===== src/acg_pkg.sv =====
// shared constants and types for the audio clock generation block
package acg_pkg;
    // register slots, word indexes and power-on values
    localparam int ACG_NREG = 9;
    localparam int ACG_S_PWR1 = 0;
    localparam int ACG_S_AIF = 1;
    localparam int ACG_S_COMP = 2;
    localparam int ACG_S_CLK = 3;
    localparam int ACG_S_ADD = 4;
    localparam int ACG_S_PLL_INTEGER_RATIO = 5;
    localparam int ACG_S_K1 = 6;
    localparam int ACG_S_K2 = 7;
    localparam int ACG_S_K3 = 8;
    localparam logic [8:0][5:0] ACG_REG_IDX = {6'h27, 6'h26, 6'h25, 6'h24,
        6'h07, 6'h06, 6'h05, 6'h04, 6'h01};
    localparam logic [5:0] ACG_IDX_STAT = 6'h28;
    localparam logic [8:0][8:0] ACG_REG_RST = {9'h0E9, 9'h093, 9'h00C, 9'h04C,
        9'h000, 9'h140, 9'h000, 9'h050, 9'h000};
    // field positions
    localparam int ACG_B_VREF = 0;
    localparam int ACG_B_PLL_ENABLE = 5;
    localparam int ACG_B_RSWAP = 1;
    localparam int ACG_B_PSWAP = 2;
    localparam int ACG_B_FMT = 3;
    localparam int ACG_B_WL = 5;
    localparam int ACG_B_RLOOP = 0;
    localparam int ACG_B_BYTELEN = 5;
    localparam int ACG_B_PLOOP = 6;
    localparam int ACG_B_MS = 0;
    localparam int ACG_B_BDIV = 2;
    localparam int ACG_B_SCALE = 5;
    localparam int ACG_B_SRC = 8;
    localparam int ACG_B_SR = 1;
    localparam int ACG_B_N = 0;
    localparam int ACG_B_PRE = 4;
    localparam int ACG_B_FRAC = 6;
    localparam int ACG_B_PWROFF = 7;
    // encodings and counts
    localparam logic [1:0] ACG_FMT_RJ = 2'h0;
    localparam logic [1:0] ACG_VREF_OFF = 2'h0;
    localparam logic [3:0][5:0] ACG_WL_BITS = {6'h20, 6'h18, 6'h14, 6'h10};
    localparam logic [5:0] ACG_WL_BYTE = 6'h08;
    localparam logic [5:0] ACG_WL_RJMAX = 6'h18;
    localparam logic [7:0][4:0] ACG_SCALE_HALF = {5'h18, 5'h10, 5'h0C, 5'h08,
        5'h06, 5'h04, 5'h03, 5'h02};
    localparam logic [7:0][4:0] ACG_BDIV_HALF = {5'h1F, 5'h1F, 5'h1F, 5'h0F,
        5'h07, 5'h03, 5'h01, 5'h00};
    localparam logic [29:0] ACG_PLL_ONE = 30'h0400_0000;
    localparam logic [29:0] ACG_PLL_CAP = 30'h1000_0000;
    localparam logic [7:0] ACG_FS_LAST = 8'hFF;
    localparam logic [2:0] ACG_SR_MAX = 3'h5;
    // carriers
    typedef struct packed {
        logic wr;
        logic rd;
        logic [7:0] addr;
        logic [8:0] wdata;
    } acg_bus_t;
    typedef struct packed {
        logic o;
        logic oe;
    } acg_pin_t;
endpackage


===== src/acg_clock_gen.sv =====
// clock source, pll ratio, scaler and interface framing control
`timescale 1ns/1ps
module acg_clock_gen (
    // clock and reset
    input wire logic sys_clk,
    input wire logic reset_n,
    input wire logic clk_en,
    // register port
    input wire acg_pkg::acg_bus_t bus,
    output logic [8:0] rdata,
    // external pins
    input wire logic mclk_pin,
    input wire logic bclk_in,
    output acg_pkg::acg_pin_t bclk_pin,
    input wire logic frame_in,
    output acg_pkg::acg_pin_t frame_pin,
    input wire logic play_pin,
    // data from the serial engines
    input wire logic rec_tx_data,
    input wire logic play_tx_data,
    input wire logic adc_data,
    // data and timing to the core
    output logic play_data,
    output logic rec_data,
    output logic play_slot,
    output logic rec_slot,
    output logic core_tick,
    output logic fs_tick,
    output logic [2:0] filt_sel,
    output logic pll_on,
    output logic [3:0] pll_integer_ratio,
    output logic [23:0] pll_fraction_ratio
);
    import acg_pkg::*;

    typedef struct packed {
        logic [ACG_NREG-1:0][8:0] regs;
        logic [8:0] rdata;
        logic mclk_prev;
        logic [1:0] pre_cnt;
        logic [29:0] pll_acc;
        logic pll_tick;
        logic pll_on;
        logic src_tick;
        logic [4:0] bclk_cnt;
        logic bclk_o;
        logic frame_o;
        logic [5:0] bit_cnt;
        logic [7:0] fs_cnt;
        logic fs_tick;
        logic play_data;
        logic rec_data;
        logic play_slot;
        logic rec_slot;
        logic [2:0] filt_sel;
        logic ms;
    } acg_st_t;

    acg_st_t st_q, st_d;
    logic [3:0] pin_s;
    logic mclk_s, bclk_s, frame_s, play_s;
    logic scl_tick;
    logic [8:0] r_pwr, r_aif, r_comp, r_clk, r_add, r_pll_integer_ratio;
    logic pll_enable, pll_power_off, fractional_enable;
    logic [1:0] reference_voltage_select, pll_input_prescale;
    logic playback_phase_swap, record_phase_swap;
    logic byte_length_enable, master_mode_select, core_source_select;
    logic playback_loop, record_loop;
    logic [1:0] word_length_field, fmt_sel;
    logic [2:0] clock_scaler, bit_clock_divider, sample_rate_select;
    logic [5:0] wl_eff;
    logic [27:0] pll_step;
    logic [29:0] pll_sum;
    logic mclk_rise, mclk_fall, ref_tick, phase;
    logic [8:0] rsel;

    // pins from outside the clock domain
    acg_sync #(.W(4)) u_sync (
        .sys_clk(sys_clk),
        .reset_n(reset_n),
        .clk_en(clk_en),
        .din({play_pin, frame_in, bclk_in, mclk_pin}),
        .dout(pin_s)
    );
    assign mclk_s = pin_s[0];
    assign bclk_s = pin_s[1];
    assign frame_s = pin_s[2];
    assign play_s = pin_s[3];

    // fields decoded from the register file
    assign r_pwr = st_q.regs[ACG_S_PWR1];
    assign r_aif = st_q.regs[ACG_S_AIF];
    assign r_comp = st_q.regs[ACG_S_COMP];
    assign r_clk = st_q.regs[ACG_S_CLK];
    assign r_add = st_q.regs[ACG_S_ADD];
    assign r_pll_integer_ratio = st_q.regs[ACG_S_PLL_INTEGER_RATIO];
    assign pll_enable = r_pwr[ACG_B_PLL_ENABLE];
    assign reference_voltage_select = r_pwr[ACG_B_VREF +: 2];
    assign playback_phase_swap = r_aif[ACG_B_PSWAP];
    assign record_phase_swap = r_aif[ACG_B_RSWAP];
    assign word_length_field = r_aif[ACG_B_WL +: 2];
    assign fmt_sel = r_aif[ACG_B_FMT +: 2];
    assign byte_length_enable = r_comp[ACG_B_BYTELEN];
    assign playback_loop = r_comp[ACG_B_PLOOP];
    assign record_loop = r_comp[ACG_B_RLOOP];
    assign core_source_select = r_clk[ACG_B_SRC];
    assign clock_scaler = r_clk[ACG_B_SCALE +: 3];
    assign bit_clock_divider = r_clk[ACG_B_BDIV +: 3];
    assign master_mode_select = r_clk[ACG_B_MS];
    assign sample_rate_select = r_add[ACG_B_SR +: 3];
    assign pll_power_off = r_pll_integer_ratio[ACG_B_PWROFF];
    assign fractional_enable = r_pll_integer_ratio[ACG_B_FRAC];
    assign pll_input_prescale = r_pll_integer_ratio[ACG_B_PRE +: 2];

    // effective word length per frame half
    always_comb begin
        if (byte_length_enable) begin
            wl_eff = ACG_WL_BYTE;
        end else if (fmt_sel == ACG_FMT_RJ && word_length_field == 2'h3) begin
            wl_eff = ACG_WL_RJMAX;
        end else begin
            wl_eff = ACG_WL_BITS[word_length_field];
        end
    end

    // reference conditioning ahead of the pll
    assign mclk_rise = mclk_s & ~st_q.mclk_prev;
    assign mclk_fall = ~mclk_s & st_q.mclk_prev;
    always_comb begin
        case (pll_input_prescale)
            2'h0: ref_tick = mclk_rise | mclk_fall;
            2'h1: ref_tick = mclk_rise;
            2'h2: ref_tick = mclk_rise & st_q.pre_cnt[0];
            default: ref_tick = mclk_rise & (st_q.pre_cnt == 2'h3);
        endcase
    end

    // ratio step: integer plus fraction in units of 2^-24
    always_comb begin
        pll_step = {pll_integer_ratio, 24'h00_0000};
        if (fractional_enable) begin
            pll_step = {pll_integer_ratio, pll_fraction_ratio};
        end
        pll_sum = st_q.pll_acc;
        if (ref_tick && st_q.pll_acc < ACG_PLL_CAP) begin
            pll_sum = st_q.pll_acc + {2'h0, pll_step};
        end
    end

    // read mux; unmapped words read zero
    always_comb begin
        rsel = 9'h000;
        for (int i = 0; i < ACG_NREG; i++) begin
            if (bus.addr[7:2] == ACG_REG_IDX[i]) begin
                rsel = st_q.regs[i];
            end
        end
        if (bus.addr[7:2] == ACG_IDX_STAT) begin
            rsel = {4'h0, st_q.rec_slot, st_q.play_slot, phase,
                core_source_select, st_q.pll_on};
        end
    end

    assign phase = master_mode_select ? st_q.frame_o : frame_s;

    // next state of the whole block
    always_comb begin
        st_d = st_q;
        // register writes and one-cycle read data
        st_d.rdata = 9'h000;
        if (bus.rd) begin
            st_d.rdata = rsel;
        end
        for (int i = 0; i < ACG_NREG; i++) begin
            if (bus.wr && bus.addr[7:2] == ACG_REG_IDX[i] && bus.addr[1:0] == 2'h0) begin
                st_d.regs[i] = bus.wdata;
            end
        end
        // pll gating: enable, reference voltage and power-down
        st_d.pll_on = pll_enable
            && reference_voltage_select != ACG_VREF_OFF
            && !pll_power_off;
        st_d.mclk_prev = mclk_s;
        if (mclk_rise) begin
            st_d.pre_cnt = st_q.pre_cnt + 2'h1;
        end
        // fixed divide by four: one tick per four output cycles of credit
        st_d.pll_tick = 1'b0;
        if (!st_q.pll_on) begin
            st_d.pll_acc = 30'h0000_0000;
        end else if (pll_sum >= ACG_PLL_ONE) begin
            st_d.pll_acc = pll_sum - ACG_PLL_ONE;
            st_d.pll_tick = 1'b1;
        end else begin
            st_d.pll_acc = pll_sum;
        end
        // source select ahead of the scaler
        st_d.src_tick = core_source_select ? st_q.pll_tick : mclk_rise;
        // master bit and frame clocks from the core clock
        st_d.ms = master_mode_select;
        if (!master_mode_select) begin
            st_d.bclk_o = 1'b0;
            st_d.frame_o = 1'b0;
            st_d.bclk_cnt = 5'h00;
            st_d.bit_cnt = 6'h00;
        end else if (scl_tick) begin
            if (st_q.bclk_cnt >= ACG_BDIV_HALF[bit_clock_divider]) begin
                st_d.bclk_cnt = 5'h00;
                st_d.bclk_o = ~st_q.bclk_o;
                if (st_q.bclk_o) begin
                    if (st_q.bit_cnt >= wl_eff - 6'h01) begin
                        st_d.bit_cnt = 6'h00;
                        st_d.frame_o = ~st_q.frame_o;
                    end else begin
                        st_d.bit_cnt = st_q.bit_cnt + 6'h01;
                    end
                end
            end else begin
                st_d.bclk_cnt = st_q.bclk_cnt + 5'h01;
            end
        end
        // frame half that each direction occupies
        st_d.play_slot = (phase == playback_phase_swap);
        st_d.rec_slot = (phase == record_phase_swap);
        // digital loopback
        st_d.play_data = record_loop ? rec_tx_data : play_s;
        st_d.rec_data = playback_loop ? play_tx_data : adc_data;
        // filter rate and 256 core ticks per sample
        st_d.filt_sel = (sample_rate_select > ACG_SR_MAX) ? ACG_SR_MAX
            : sample_rate_select;
        st_d.fs_tick = 1'b0;
        if (scl_tick) begin
            st_d.fs_cnt = st_q.fs_cnt + 8'h01;
            st_d.fs_tick = (st_q.fs_cnt == ACG_FS_LAST);
        end
    end

    // divider to core clock after the source mux
    acg_scaler u_scaler (
        .sys_clk(sys_clk),
        .reset_n(reset_n),
        .clk_en(clk_en),
        .code(clock_scaler),
        .tick_in(st_q.src_tick),
        .tick_out(scl_tick)
    );

    // state register; clock enable freezes everything
    always_ff @(posedge sys_clk or negedge reset_n) begin
        if (!reset_n) begin
            st_q <= '0;
            st_q.regs <= ACG_REG_RST;
        end else if (clk_en) begin
            st_q <= st_d;
        end
    end

    // outputs straight from flops
    assign rdata = st_q.rdata;
    assign bclk_pin = '{o: st_q.bclk_o, oe: st_q.ms};
    assign frame_pin = '{o: st_q.frame_o, oe: st_q.ms};
    assign play_data = st_q.play_data;
    assign rec_data = st_q.rec_data;
    assign play_slot = st_q.play_slot;
    assign rec_slot = st_q.rec_slot;
    assign core_tick = scl_tick;
    assign fs_tick = st_q.fs_tick;
    assign filt_sel = st_q.filt_sel;
    assign pll_on = st_q.pll_on;
    assign pll_integer_ratio = r_pll_integer_ratio[ACG_B_N +: 4];
    assign pll_fraction_ratio = {st_q.regs[ACG_S_K1][5:0],
        st_q.regs[ACG_S_K2], st_q.regs[ACG_S_K3]};

    // checks
    AST_VREF_OFF: assert property (@(posedge sys_clk) disable iff (!reset_n)
        clk_en && reference_voltage_select == ACG_VREF_OFF |=> !st_q.pll_on)
        else $error("pll on with reference voltage off");
    AST_PLL_EN: assert property (@(posedge sys_clk) disable iff (!reset_n)
        clk_en && !pll_enable |=> !st_q.pll_on)
        else $error("pll on while disabled");
    AST_PWR_OFF: assert property (@(posedge sys_clk) disable iff (!reset_n)
        clk_en && pll_power_off |=> !st_q.pll_on)
        else $error("pll on while powered down");
    AST_PLL_QUIET: assert property (@(posedge sys_clk) disable iff (!reset_n)
        clk_en && !st_q.pll_on |=> !st_q.pll_tick && st_q.pll_acc == 30'h0000_0000)
        else $error("pll ticks while off");
    AST_SRC_SEL: assert property (@(posedge sys_clk) disable iff (!reset_n)
        clk_en && !core_source_select && !mclk_rise |=> !st_q.src_tick)
        else $error("source tick without master clock edge");
    AST_SLAVE: assert property (@(posedge sys_clk) disable iff (!reset_n)
        clk_en && !master_mode_select |=> !bclk_pin.oe && !frame_pin.oe && !bclk_pin.o)
        else $error("clock pins driven in slave mode");
    // reset_n in the antecedent skips the release edge, where the flops still load reset
    AST_PSLOT: assert property (@(posedge sys_clk) disable iff (!reset_n)
        reset_n && clk_en |=> play_slot == ($past(phase) == $past(playback_phase_swap)))
        else $error("playback slot wrong");
    AST_RSLOT: assert property (@(posedge sys_clk) disable iff (!reset_n)
        reset_n && clk_en |=> rec_slot == ($past(phase) == $past(record_phase_swap)))
        else $error("record slot wrong");
    AST_RLOOP: assert property (@(posedge sys_clk) disable iff (!reset_n)
        clk_en && record_loop |=> play_data == $past(rec_tx_data))
        else $error("record loopback not routed");
    AST_PLOOP: assert property (@(posedge sys_clk) disable iff (!reset_n)
        clk_en && playback_loop |=> rec_data == $past(play_tx_data))
        else $error("playback loopback not routed");
    AST_BYTE: assert property (@(posedge sys_clk) disable iff (!reset_n)
        byte_length_enable |-> wl_eff == ACG_WL_BYTE)
        else $error("byte length not forced");
    AST_RJ: assert property (@(posedge sys_clk) disable iff (!reset_n)
        fmt_sel == ACG_FMT_RJ |-> wl_eff <= ACG_WL_RJMAX)
        else $error("right justified above 24 bits");
    AST_RATE: assert property (@(posedge sys_clk) disable iff (!reset_n)
        clk_en |=> filt_sel <= ACG_SR_MAX)
        else $error("reserved sample rate code passed");
endmodule


===== src/acg_scaler.sv =====
// tick divider by 1, 1.5, 2, 3, 4, 6, 8 or 12
`timescale 1ns/1ps
module acg_scaler (
    // clock and reset
    input wire logic sys_clk,
    input wire logic reset_n,
    input wire logic clk_en,
    // ratio code and ticks
    input wire logic [2:0] code,
    input wire logic tick_in,
    output logic tick_out
);
    import acg_pkg::*;
    typedef struct packed {
        logic [4:0] acc;
        logic tick;
    } acg_scl_t;
    acg_scl_t st_q, st_d;
    logic [4:0] sum;
    // counts in half ticks so 1.5 and 3 stay exact
    always_comb begin
        st_d = st_q;
        sum = st_q.acc + 5'h02;
        st_d.tick = 1'b0;
        if (tick_in) begin
            if (sum >= ACG_SCALE_HALF[code]) begin
                st_d.acc = sum - ACG_SCALE_HALF[code];
                st_d.tick = 1'b1;
            end else begin
                st_d.acc = sum;
            end
        end
    end
    always_ff @(posedge sys_clk or negedge reset_n) begin
        if (!reset_n) begin
            st_q <= '0;
        end else if (clk_en) begin
            st_q <= st_d;
        end
    end
    assign tick_out = st_q.tick;
endmodule


===== src/acg_sync.sv =====
// two-stage synchroniser for the pin inputs
`timescale 1ns/1ps
module acg_sync #(parameter int W = 4) (
    // clock and reset
    input wire logic sys_clk,
    input wire logic reset_n,
    input wire logic clk_en,
    // pins in, synchronised out
    input wire logic [W-1:0] din,
    output logic [W-1:0] dout
);
    typedef struct packed {
        logic [W-1:0] s1;
        logic [W-1:0] s2;
    } acg_syn_t;
    acg_syn_t st_q, st_d;
    // first stage feeds only the second
    always_comb begin
        st_d.s1 = din;
        st_d.s2 = st_q.s1;
    end
    always_ff @(posedge sys_clk or negedge reset_n) begin
        if (!reset_n) begin
            st_q <= '0;
        end else if (clk_en) begin
            st_q <= st_d;
        end
    end
    assign dout = st_q.s2;
endmodule


===== config.mk =====
export PLATFORM = sky130hd
export DESIGN_NAME = acg_clock_gen
export DESIGN_NICKNAME = d
export VERILOG_FILES = /design/src/acg_pkg.sv /design/src/acg_clock_gen.sv /design/src/acg_scaler.sv /design/src/acg_sync.sv
export SDC_FILE = /design/constraint.sdc
export NUM_CORES = 1
export LEC_CHECK = 0
export ABC_AREA = 1
export BUFFER_PORTS_ARGS = -buffer_cell sky130_fd_sc_hd__buf_2
export CAP_MARGIN = 20
export CORE_MARGIN = 3
export CORE_UTILIZATION = 55
export DETAILED_ROUTE_END_ITERATION = 8
export GPL_ROUTABILITY_DRIVEN = 0
export PLACE_DENSITY = 0.74
export SETUP_SLACK_MARGIN = 0.05
export SKIP_CTS_REPAIR_TIMING = 1
export SLEW_MARGIN = 0
export SYNTH_ARGS = -nofsm -noshare
export SYNTH_HDL_FRONTEND = slang
export SYNTH_SLANG_ARGS = --single-unit

===== constraint.sdc =====
create_clock -name sys_clk -period 5.4 [get_ports sys_clk]
set_clock_uncertainty 0.05 [all_clocks]
set_input_delay 0 -clock sys_clk [delete_from_list [all_inputs] [get_ports sys_clk]]
set_output_delay 0 -clock sys_clk [all_outputs]
set_load 0.05 [all_outputs]

=== Word level (Yosys, flattened, before mapping) ===
Memories as Yosys holds them, arrays and structs flattened.
Cells that the tools add are included.

* Register bits: 170
* Memory bits (read-only): 80
* Input bits: 29
* Memories kept: 2

* Add/sub/neg operators: 9
* Order comparisons: 9
* Eq/ne operators: 21
* Multiplexer cells: 40
* Bitwise gates (word level): 9
* Reductions and logical operators: 43

{| class="wikitable"
|+ Memories
! memory !! depth !! width !! rd ports !! clocked after Yosys merged registers in !! write ports !! line !! source
|-
| (no name shown) || 8 || 5 || 1 || 0 || 0 || acg_scaler.sv:26 || <nowiki>if (sum >= ACG_SCALE_HALF[code]) begin</nowiki>
|-
| (no name shown) || 8 || 5 || 1 || 0 || 0 || acg_clock_gen.sv:207 || <nowiki>if (st_q.bclk_cnt >= ACG_BDIV_HALF[bit_clock_divider]) begin</nowiki>
|}

{| class="wikitable"
|+ Operator list
! cell !! number
|-
| two-way mux 9 bit || 11
|-
| two-way mux 30 bit || 3
|-
| adder 30 x 28 -> 30 bit || 1
|-
| equality test 6 bit, second input constant || 5
|-
| greater-or-equal comparator 30 x 27 -> 1 bit, second input constant || 1
|-
| less-than comparator 30 x 29 -> 1 bit, second input constant || 1
|-
| subtractor 30 x 27 -> 30 bit, second input constant || 1
|-
| two-way mux 13 bit || 2
|-
| AND reduction 2 bit || 13
|-
| equality test 6 x 3 -> 1 bit, second input constant || 4
|-
| two-way mux 24 bit || 1
|-
| two-way mux 6 bit || 4
|-
| logical AND 1 bit || 22
|-
| two-way mux 5 bit || 4
|-
| binary-select mux 6 bit (select 2 bit) || 1
|-
| greater-or-equal comparator 5 bit || 2
|-
| two-way mux 1 bit || 10
|-
| adder 8 x 1 -> 8 bit, second input constant || 1
|-
| equality test 8 bit, second input constant || 1
|-
| less-than comparator 3 x 4 -> 1 bit, second input constant || 2
|-
| two-way mux 8 bit || 1
|-
| two-way mux 7 bit || 1
|-
| adder 6 x 1 -> 6 bit, second input constant || 1
|-
| equality test 2 bit, second input constant || 3
|-
| other kinds (24) || 35
|}

=== Logic depth before layout (Yosys ltp) ===
Gate-level depths: netlist of the first run.

* Depth after elaboration: 12
* Mapped depth: 25
* Depth with buffers taken out: 23

=== Cells and area by module ===
From an unflattened synthesis of the first run, not the netlist that was laid out.

* Cell total of the unflattened synthesis: 1555
* Area total of the unflattened synthesis: 11085.6 µm²

{| class="wikitable"
|+ Modules (own cells, without submodules)
! module !! instances !! cells each !! area each (µm²) !! sequential area each (µm²)
|-
| acg_clock_gen || 1 || 1433 || 10167.3 || 3926.3
|-
| acg_scaler || 1 || 88 || 613.1 || 150.1
|-
| acg_sync || 1 || 34 || 305.3 || 200.2
|}

=== Worst setup path after synthesis of the first run ===
Ideal clock, no wire load.

* Kind: register to register
* From: register st_q, in the netlist r_pll_integer_ratio[6]
* To: register st_q[59] in the netlist's numbering
* Data arrival time: 3143 ps
* Data required time: 5232 ps
* Slack: 2089 ps
* Cell stages (with the launch flop): 25
* Buffers on the path: 2
* Period minus slack after synthesis: 3311 ps
* Path through: dfstp_2 -> clkbuf_1 -> clkbuf_1 -> nand2_1 -> inv_1 -> ha_1 -> inv_1 -> fa_1 -> inv_1 -> nand3_1 -> nand3_1 -> nand3_1 -> nand3_1 -> nand2_1 -> nand3_1 -> nand2_1 -> inv_1 -> ha_1 -> nand3_1 -> nor2_1 -> nand3_2 -> nand2_2 -> nand2_1 -> nand3_1 -> nand2_1

* Cells in the longest elaborated chain, start to end: 6

{| class="wikitable"
|+ RTL lines
! what !! line !! source
|-
| from (decl) || acg_clock_gen.sv:59 || <nowiki>acg_st_t st_q, st_d;</nowiki>
|-
| from (signal assigned) || acg_clock_gen.sv:254 || <nowiki>st_q <= st_d;</nowiki>
|-
| two-way mux 24 bit (*) || acg_clock_gen.sv:141 || <nowiki>if (fractional_enable) begin</nowiki>
|-
| adder 30 x 28 -> 30 bit (*) || acg_clock_gen.sv:146 || <nowiki>pll_sum = st_q.pll_acc + {2'h0, pll_step};</nowiki>
|-
| two-way mux 30 bit (*) || acg_clock_gen.sv:145 || <nowiki>if (ref_tick && st_q.pll_acc < ACG_PLL_CAP) begin</nowiki>
|-
| subtractor 30 x 27 -> 30 bit or greater-or-equal comparator 30 x 27 -> 1 bit (tied branches) || acg_clock_gen.sv:192, acg_clock_gen.sv:191 ||
|-
| two-way mux 30 bit (*) || acg_clock_gen.sv:191 || <nowiki>end else if (pll_sum >= ACG_PLL_ONE) begin</nowiki>
|-
| two-way mux 30 bit (*) || acg_clock_gen.sv:189 || <nowiki>if (!st_q.pll_on) begin</nowiki>
|}

Every way passes the cells marked *; elsewhere a longest branch is shown, timed or not.
A chain may end at the register's enable or synchronous reset.

=== Worst setup path after layout of the first run ===
* From: register st_q, in the netlist r_pll_integer_ratio[6]
* To: register st_q[60] in the netlist's numbering

Same word-level chain as after synthesis.

==> impl_metrics.sql, run 1 <==
INSERT INTO impl_metrics (metric_group, metric, value, unit) VALUES
('cts', 'cts_tree', 'built', ''),
('cts', 'cts_num_sinks', '168', ''),
('yosys', 'synthAdderAreaFrac', '0.06272', ''),
('setup_path', 'worstReg2RegStart', 'r_pll_integer_ratio[6]$_DFFE_PN1P_', ''),
('floorplanning', 'initial_utilization', '0.5685', ''),
('yosys', 'seq_area_frac_synth', '0.3909', ''),
('yosys', 'share_of_synthesized_flip_flops_with_an_asynchronous_set_or_reset', '1.000', ''),
('drt', 'post-route-drc-count', '0', ''),
('yosys', 'dominant_combinational_cell_family_by_area_after_synthesis', 'simple AND/OR/NAND/NOR gates', ''),
('layout', 'layout.cell_area.non_filler', '11790', 'um^2'),
('yosys', 'synth_compound_area_frac', '0.1235', ''),
('sta', 'worst_hold_slack', '-0.02669', 'ns'),
('global_routing', 'track_usage', '0.2720', ''),
('sta', 'fin_ws', '1.588', 'ns'),
('setup_path', 'worst_setup_path_end_kind', 'flop', ''),
('layout', 'fin_util', '0.6197', ''),
('setup_path', 'crit_path_start', 'r_pll_integer_ratio[6]$_DFFE_PN1P_', ''),
('cts', 'cts.htree.levels', '4', ''),
('yosys', 'synth_xor_area_frac', '0.01944', ''),
('floorplanning', 'dieArea', '21380', 'um^2'),
('drt', 'viasPerCell', '5.381', ''),
('yosys', 'synth.top_cell.area_share', '0.3472', ''),
('floorplanning', 'dieHeight', '146.2', 'um'),
('drt', 'avgRoutedWirePerCell', '15.79', 'um'),
('floorplanning', 'core_area', '19020', 'um^2'),
('run_status', 'violations', 'negative hold slack', ''),
('placed_design', 'hpwl', '21.08', 'mm'),
('yosys', 'synth.net_count', '1598', ''),
('sta', 'layout_worst_path_cycle_share', '0.7060', ''),
('yosys', 'synth_top_cell_by_area', 'sky130_fd_sc_hd__dfrtp_1', ''),
('drt', 'detailedRoute.firstPassIterationCount', '5', ''),
('power', 'post-layout-total-power', '3.288', 'mW'),
('cts', 'clkSlewWorstSetupHoldPaths', '0.07', 'ns'),
('sta', 'totalNegativeSetupSlack', '0', 'ns'),
('sta', 'finalHoldViolCount', '16', ''),
('yosys', 'synth_top_flop_cell', 'sky130_fd_sc_hd__dfrtp_1', ''),
('yosys', 'postSynthRegisterBits', '168', ''),
('layout', 'diodes_inserted', '0', ''),
('layout', 'fillCellCount', '1803', ''),
('setup_path', 'reg2reg_to', 'st_q[60]$_DFFE_PN0P_', ''),
('drt', 'wl_met1', '13.03', 'mm'),
('drt', 'drt-total-wl', '28.82', 'mm'),
('drt', 'routed-via-count', '9821', ''),
('yosys', 'synth_enable_flop_cells', '0', ''),
('power', 'power-per-cell-area', '278.9', 'nW/um^2'),
('yosys', 'synth_area', '10810', 'um^2'),
('power', 'vdd_drop_max', '0.0002413', 'V'),
('worst_hold_path', 'hp-class', 'in2reg', ''),
('cts', 'cts_root_buffer', 'sky130_fd_sc_hd__clkbuf_16', ''),
('power', 'p_leak', '6.422', 'nW'),
('global_routing', 'wire_length_of_the_first_global_routing_pass', '47.04', 'mm'),
('drt', 'met3RoutedLength', '1.351', 'mm'),
('global_routing', 'number_of_global_route_vias_before_repair', '9372', ''),
('setup_path', 'reg2reg_slack', '1.59', 'ns'),
('floorplanning', 'placementRows', '50', ''),
('layout', 'multi_input_area', '5320', 'um^2'),
('setup_path', 'cp.arrival', '4.09', 'ns'),
('yosys', 'yosys.area_share.simple', '0.2841', ''),
('yosys', 'synth.avg_cell_area', '7.132', 'um^2'),
('setup_path', 'crit_required', '5.68', 'ns'),
('run_status', 'status', 'complete, but fails checks', ''),
('sta', 'max_clock_freq', '262.3', 'MHz'),
('sta', 'timing.final.max_slew_violations', '0', ''),
('drt', 'detail-route-antenna-nets', '0', ''),
('setup_path', 'cp-start-kind', 'flop', ''),
('floorplanning', 'horiz_die_dim', '146.2', 'um'),
('placed_design', 'dpl_cells', '1782', ''),
('setup_path', 'worstSetupEndpoint', 'st_q[60]$_DFFE_PN0P_', ''),
('layout', 'stdcell_count', '1825', ''),
('worst_hold_path', 'hp-start', 'bus[6]', ''),
('cts', 'clock_path_buffers', '2', '');
worst max-delay path, stage by stage (launching register included):
cell and delay (ns):
sky130_fd_sc_hd__dfstp_2 0.87, sky130_fd_sc_hd__nand2_1 0.09, sky130_fd_sc_hd__inv_1 0.07, sky130_fd_sc_hd__ha_1 0.30, sky130_fd_sc_hd__inv_1 0.10, sky130_fd_sc_hd__fa_1 0.41, sky130_fd_sc_hd__inv_1 0.12, sky130_fd_sc_hd__nand3_1 0.11
sky130_fd_sc_hd__nand3_1 0.20, sky130_fd_sc_hd__nand3_1 0.14, sky130_fd_sc_hd__nand3_1 0.11, sky130_fd_sc_hd__nand2_1 0.05, sky130_fd_sc_hd__nand3_1 0.06, sky130_fd_sc_hd__nand2_1 0.12, sky130_fd_sc_hd__inv_1 0.10, sky130_fd_sc_hd__ha_1 0.15
sky130_fd_sc_hd__nand3_1 0.07, sky130_fd_sc_hd__nor2_1 0.12, sky130_fd_sc_hd__nand3_2 0.11, sky130_fd_sc_hd__nand2_2 0.13, sky130_fd_sc_hd__nand2_1 0.06, sky130_fd_sc_hd__nand3_1 0.06, sky130_fd_sc_hd__nand2_1 0.07
sequential cells by signal, indices dropped and copies added (netlist names), 5 cells and up:
| register | count |
|---|---|
| st_q | 57 |
| pll_fraction_ratio | 24 |
| r_add | 9 |
| r_aif | 9 |
| r_clk | 9 |
| r_comp | 9 |
| r_pll_integer_ratio | 9 |
| r_pwr | 9 |
| rdata | 9 |
| u_scaler.st_q | 5 |
layout by cell type, fill, tap and decap left out, types with 6 or more instances in the layout:
cell type                       count
sky130_fd_sc_hd__clkbuf_16         17
sky130_fd_sc_hd__buf_2             77
sky130_fd_sc_hd__o22ai_1           11
sky130_fd_sc_hd__a22o_1            18
sky130_fd_sc_hd__a21oi_1           34
sky130_fd_sc_hd__nand4_1           26
sky130_fd_sc_hd__xnor2_1            9
sky130_fd_sc_hd__nand2_1          516
sky130_fd_sc_hd__dlygate4sd3_1     10
sky130_fd_sc_hd__o21ai_1            6
sky130_fd_sc_hd__nor3_1             7
sky130_fd_sc_hd__nand3b_1           6
sky130_fd_sc_hd__dfstp_2           18
sky130_fd_sc_hd__nand3_1           91
sky130_fd_sc_hd__nor2_1            85
sky130_fd_sc_hd__ha_1              51
sky130_fd_sc_hd__inv_1            205
sky130_fd_sc_hd__xor2_1            15
sky130_fd_sc_hd__o21ai_0          135
sky130_fd_sc_hd__dfrtp_1          150
sky130_fd_sc_hd__inv_2              8
kinds of logic (layout without fill, tap and decap cells):
logic type                 Yosys count  count (layout)
AOI/OAI and AO/OA                  233             233
DFF                                168             168
xor gates and xnor gates            24              24
and+or+nand+nor                    747             747
adders and majority gates           53              53
buffers and inverters              288             337
other                                1               1
muxes                                2               2
power by group:
part	switching, mW	internal, mW
logic	0.439	0.212
clock network	0.544	0.693
registers	0.0647	1.33
total	1.05	2.24
worst min path at each step:
| stage | end | slack (ns) | cells past startpoint |
|---|---|---|---|
| floorplan | bclk_pin[0]$_DFFE_PN0P_ | -0.35 | 0 |
| global placement | fs_tick$_DFFE_PN0P_ | 0.14 | 1 |
| detailed placement | fs_tick$_DFFE_PN0P_ | 0.14 | 1 |
| CTS | fs_tick$_DFFE_PN0P_ | -0.34 | 1 |
| global route | pll_fraction_ratio[6]$_DFFE_PN1P_ | 0.00005 | 3 |
| finish | r_comp[6]$_DFFE_PN0P_ | -0.03 | 3 |
cells in the mapped netlist, types with 9 or more instances:
| cell type | count |
|---|---|
| sky130_fd_sc_hd__o21ai_0 | 135 |
| sky130_fd_sc_hd__dfrtp_1 | 150 |
| sky130_fd_sc_hd__ha_1 | 51 |
| sky130_fd_sc_hd__nand4_1 | 26 |
| sky130_fd_sc_hd__a21oi_1 | 34 |
| sky130_fd_sc_hd__inv_1 | 205 |
| sky130_fd_sc_hd__xnor2_1 | 9 |
| sky130_fd_sc_hd__xor2_1 | 15 |
| sky130_fd_sc_hd__nor2_1 | 85 |
| sky130_fd_sc_hd__o22ai_1 | 11 |
| sky130_fd_sc_hd__nand3_1 | 91 |
| sky130_fd_sc_hd__a22o_1 | 18 |
| sky130_fd_sc_hd__buf_4 | 44 |
| sky130_fd_sc_hd__nand2_1 | 516 |
| sky130_fd_sc_hd__clkbuf_1 | 25 |
| sky130_fd_sc_hd__dfstp_2 | 18 |
area by class of cell:
| class | instances | share of cell area |
|---|---|---|
| clock buffers | 18 | 0.03641 |
| clock inverters | 14 | 0.01380 |
| flip-flops and latches | 168 | 0.3586 |
| repair buffers | 91 | 0.04406 |
| well taps | 260 | 0.02760 |
| inverters | 214 | 0.06815 |
| multi-input cells | 1060 | 0.4514 |
layer usage:
| layer | up-vias | global-route usage |
|---|---|---|
| met5 | - | 0 |
| met4 | 0 | 0.1011 |
| met3 | 50 | 0.03849 |
| met2 | 246 | 0.4496 |
| met1 | 4618 | 0.3662 |
| li1 | 4907 | - |
No activity file was read; power rests on OpenSTA's default activity.
==> run 2, diff against run 1 <==
- clock period: 5.4 -> 3.7 ns (I/O delays scaled with it)
==> impl_metrics.sql, run 2 (same netlist as run 1, synthesis figures left out) <==
INSERT INTO impl_metrics (metric_group, metric, value, unit) VALUES
('worst_hold_path', 'hp-class', 'in2reg', ''),
('placed_design', 'placement.cell_area', '11180', 'um^2'),
('layout', 'multi_input_area', '5330', 'um^2'),
('floorplanning', 'initial_utilization', '0.5685', ''),
('setup_path', 'crit_buf_inv', '5', ''),
('run_status', 'status', 'complete, but fails checks', ''),
('cts', 'clock_path_buffers', '2', ''),
('power', 'p_leak', '6.505', 'nW'),
('placed_design', 'buffer_ports.inserted', '78', ''),
('layout', 'top_register', 'st_q', ''),
('setup_path', 'crit_path_top_delay_cell', 'sky130_fd_sc_hd__dfstp_4', ''),
('floorplanning', 'core_area', '19020', 'um^2'),
('cts', 'cts_num_sinks', '168', ''),
('sta', 'worst_hold_slack', '-0.01588', 'ns'),
('setup_path', 'reg2reg_slack', '0.33', 'ns'),
('cts', 'clock_latency', '0.43', 'ns'),
('cts', 'clkSlewWorstSetupHoldPaths', '0.07', 'ns'),
('setup_path', 'cp.arrival', '3.64', 'ns'),
('setup_path', 'crit_required', '3.97', 'ns'),
('layout', 'num-nets-final', '1651', ''),
('layout', 'most-common-layout-cells', 'sky130_fd_sc_hd__nand2_1, sky130_fd_sc_hd__inv_1, sky130_fd_sc_hd__dfrtp_1', ''),
('placed_design', 'dp_worst_setup_slack', '0.2550', 'ns'),
('global_routing', 'wire_length_of_the_first_global_routing_pass', '47.51', 'mm'),
('cts', 'cts_tree', 'built', ''),
('global_routing', 'number_of_global_route_vias_before_repair', '9195', ''),
('floorplanning', 'top_level_ports', '80', ''),
('cts', 'cts_inserted_buffers', '17', ''),
('drt', 'routed-via-count', '9996', ''),
('cts', 'cts.htree.levels', '4', ''),
('global_routing', 'grt_max_degree', '103', ''),
('setup_path', 'timing.critical_path.slowest_cell_delay', '0.72', 'ns'),
('sta', 'timing.final.max_slew_violations', '0', ''),
('sta', 'finalHoldViolCount', '7', ''),
('setup_path', 'largest_delay_contributor_family_on_the_critical_path', 'simple AND/OR/NAND/NOR gates', ''),
('run', 'maxCapViolCount', '0', ''),
('sta', 'setup_viol', '0', ''),
('sta', 'timing.final.crit_period', '3.371', 'ns'),
('sta', 'fin_ws', '0.3291', 'ns'),
('global_routing', 'grt-ovfl-total', '0', ''),
('drt', 'avgRoutedWirePerCell', '15.97', 'um'),
('floorplanning', 'dieHeight', '146.2', 'um'),
('setup_path', 'cp-start-kind', 'flop', ''),
('layout', 'final_layout_size_suffix_gt1_frac', '0.1056', ''),
('setup_path', 'setup.worst_path.class', 'reg2reg', ''),
('drt', 'detailedRoute.firstPassIterationCount', '5', ''),
('floorplanning', 'horiz_die_dim', '146.2', 'um'),
('sta', 'timing.slew.headroom', '0.3602', ''),
('sta', 'grt_setup_unrepaired', 'no', ''),
('setup_path', 'most_used_cell_along_the_critical_path', 'sky130_fd_sc_hd__nand2_1', ''),
('sta', 'max_clock_freq', '296.7', 'MHz'),
('drt', 'detail-route-antenna-nets', '0', ''),
('sta', 'tightestPinTransition', '0.9597', 'ns'),
('layout', 'diodes_inserted', '0', ''),
('run_status', 'violations', 'negative hold slack', ''),
('power', 'vdd_drop_max', '0.0003318', 'V'),
('power', 'post-layout-total-power', '4.811', 'mW'),
('layout', 'fin_util', '0.6286', ''),
('drt', 'post-route-drc-count', '0', ''),
('setup_path', 'cp_cell_sequence', 'buf_4, nand2_1, inv_1, ha_1, nand2_1, inv_1, nand2_1, nand2_1, inv_1, nand3_1, nand3_1, nand4_1, nand3_1, nand2_1, inv_1, ha_1, nand3_1, nor2_1, nand3_2, nand2_2, nand2_1, nand3_1, nand2_1', ''),
('floorplanning', 'dieArea', '21380', 'um^2'),
('global_routing', 'track_usage', '0.2751', ''),
('setup_path', 'worst_setup_path_end_kind', 'flop', ''),
('layout', 'layout.cells.most_common', 'sky130_fd_sc_hd__nand2_1', ''),
('sta', 'layout_worst_path_cycle_share', '0.9111', ''),
('floorplanning', 'placementRows', '50', ''),
('placed_design', 'hpwl', '21.76', 'mm'),
('sta', 'totalNegativeSetupSlack', '0', 'ns'),
('setup_path', 'timing.critical_path.fanout_max', '15', ''),
('layout', 'flow.area_growth_from_synthesis', '10.57', '%'),
('cts', 'cts_root_buffer', 'sky130_fd_sc_hd__clkbuf_16', ''),
('power', 'power-per-cell-area', '402.5', 'nW/um^2'),
('layout', 'largest_register_ffs', '57', ''),
('layout', 'stdcell_count', '1841', ''),
('global_routing', 'grt_antenna_before_repair', '0', ''),
('layout', 'fillCellCount', '1765', ''),
('drt', 'dr.first_iter.drc_count', '898', ''),
('layout', 'ff_latch_area', '4230', 'um^2'),
('layout', 'layout.cell_area.non_filler', '11950', 'um^2'),
('drt', 'viasPerCell', '5.430', ''),
('placed_design', 'dpl_cells', '1793', ''),
('drt', 'drt-total-wl', '29.40', 'mm');
## run 2: cell count changes in the layout (fill, tap and decap cells not counted), moves of 3 or more
cell	delta
sky130_fd_sc_hd__buf_4	+11
sky130_fd_sc_hd__dlygate4sd3_1	+6
sky130_fd_sc_hd__inv_6	-4
sky130_fd_sc_hd__clkbuf_8	+3
## run 2: cell type report
cell class / instances / share of cell area
well taps: 260 / 0.02721
multi-input cells: 1060 / 0.4459
flip-flops and latches: 168 / 0.3539
repair buffers: 108 / 0.05642
inverters: 214 / 0.06720
clock inverters: 10 / 0.01005
clock buffers: 21 / 0.03936
## run 2: worst paths after layout
| kind | endpoint | startpoint | cells past startpoint |
|---|---|---|---|
| worst max-delay path | st_q[60]$_DFFE_PN0P_ | r_pll_integer_ratio[6]$_DFFE_PN1P_ | 23 |
| worst min-delay path | pll_fraction_ratio[15]$_DFFE_PN0P_ | bus[6] | 3 |
| worst max register to register | st_q[60]$_DFFE_PN0P_ | r_pll_integer_ratio[6]$_DFFE_PN1P_ | 23 |
| worst min register to register | rdata[4]$_DFFE_PN0P_ | rdata[4]$_DFFE_PN0P_ | 2 |
| max in group asynchronous | r_clk[6]$_DFFE_PN1P_ | reset_n | 3 |
| min in group asynchronous | fs_tick$_DFFE_PN0P_ | reset_n | 2 |
## run 2: worst reg2reg max path, stage by stage (launching register included)
cell                      delay (ns)
sky130_fd_sc_hd__dfstp_4        0.72
sky130_fd_sc_hd__buf_4          0.19
sky130_fd_sc_hd__nand2_1        0.06
sky130_fd_sc_hd__inv_1          0.06
sky130_fd_sc_hd__ha_1           0.28
sky130_fd_sc_hd__nand2_1        0.15
sky130_fd_sc_hd__inv_1          0.06
sky130_fd_sc_hd__nand2_1        0.07
sky130_fd_sc_hd__nand2_1        0.09
sky130_fd_sc_hd__inv_1          0.09
sky130_fd_sc_hd__nand3_1        0.16
sky130_fd_sc_hd__nand3_1        0.14
sky130_fd_sc_hd__nand4_1        0.10
sky130_fd_sc_hd__nand3_1        0.11
sky130_fd_sc_hd__nand2_1        0.12
sky130_fd_sc_hd__inv_1          0.10
sky130_fd_sc_hd__ha_1           0.14
sky130_fd_sc_hd__nand3_1        0.07
sky130_fd_sc_hd__nor2_1         0.11
sky130_fd_sc_hd__nand3_2        0.11
sky130_fd_sc_hd__nand2_2        0.12
sky130_fd_sc_hd__nand2_1        0.06
sky130_fd_sc_hd__nand3_1        0.07
sky130_fd_sc_hd__nand2_1        0.06
## run 2: power breakdown
part           internal, mW  leakage (nW)  switching (mW)
Combinational         0.329          3.99           0.645
Sequential             1.95          2.23          0.0959
Clock                  1.05         0.286           0.746
## run 2: layer usage
layer / part of all wire / track usage / up-vias
li1: - / - / 4937
met1: 0.44 / 0.3755 / 4708
met3: 0.058 / 0.03849 / 44
met2: 0.49 / 0.4631 / 307
met5: 0 / 0 / -
met4: 0.018 / 0.07432 / 0
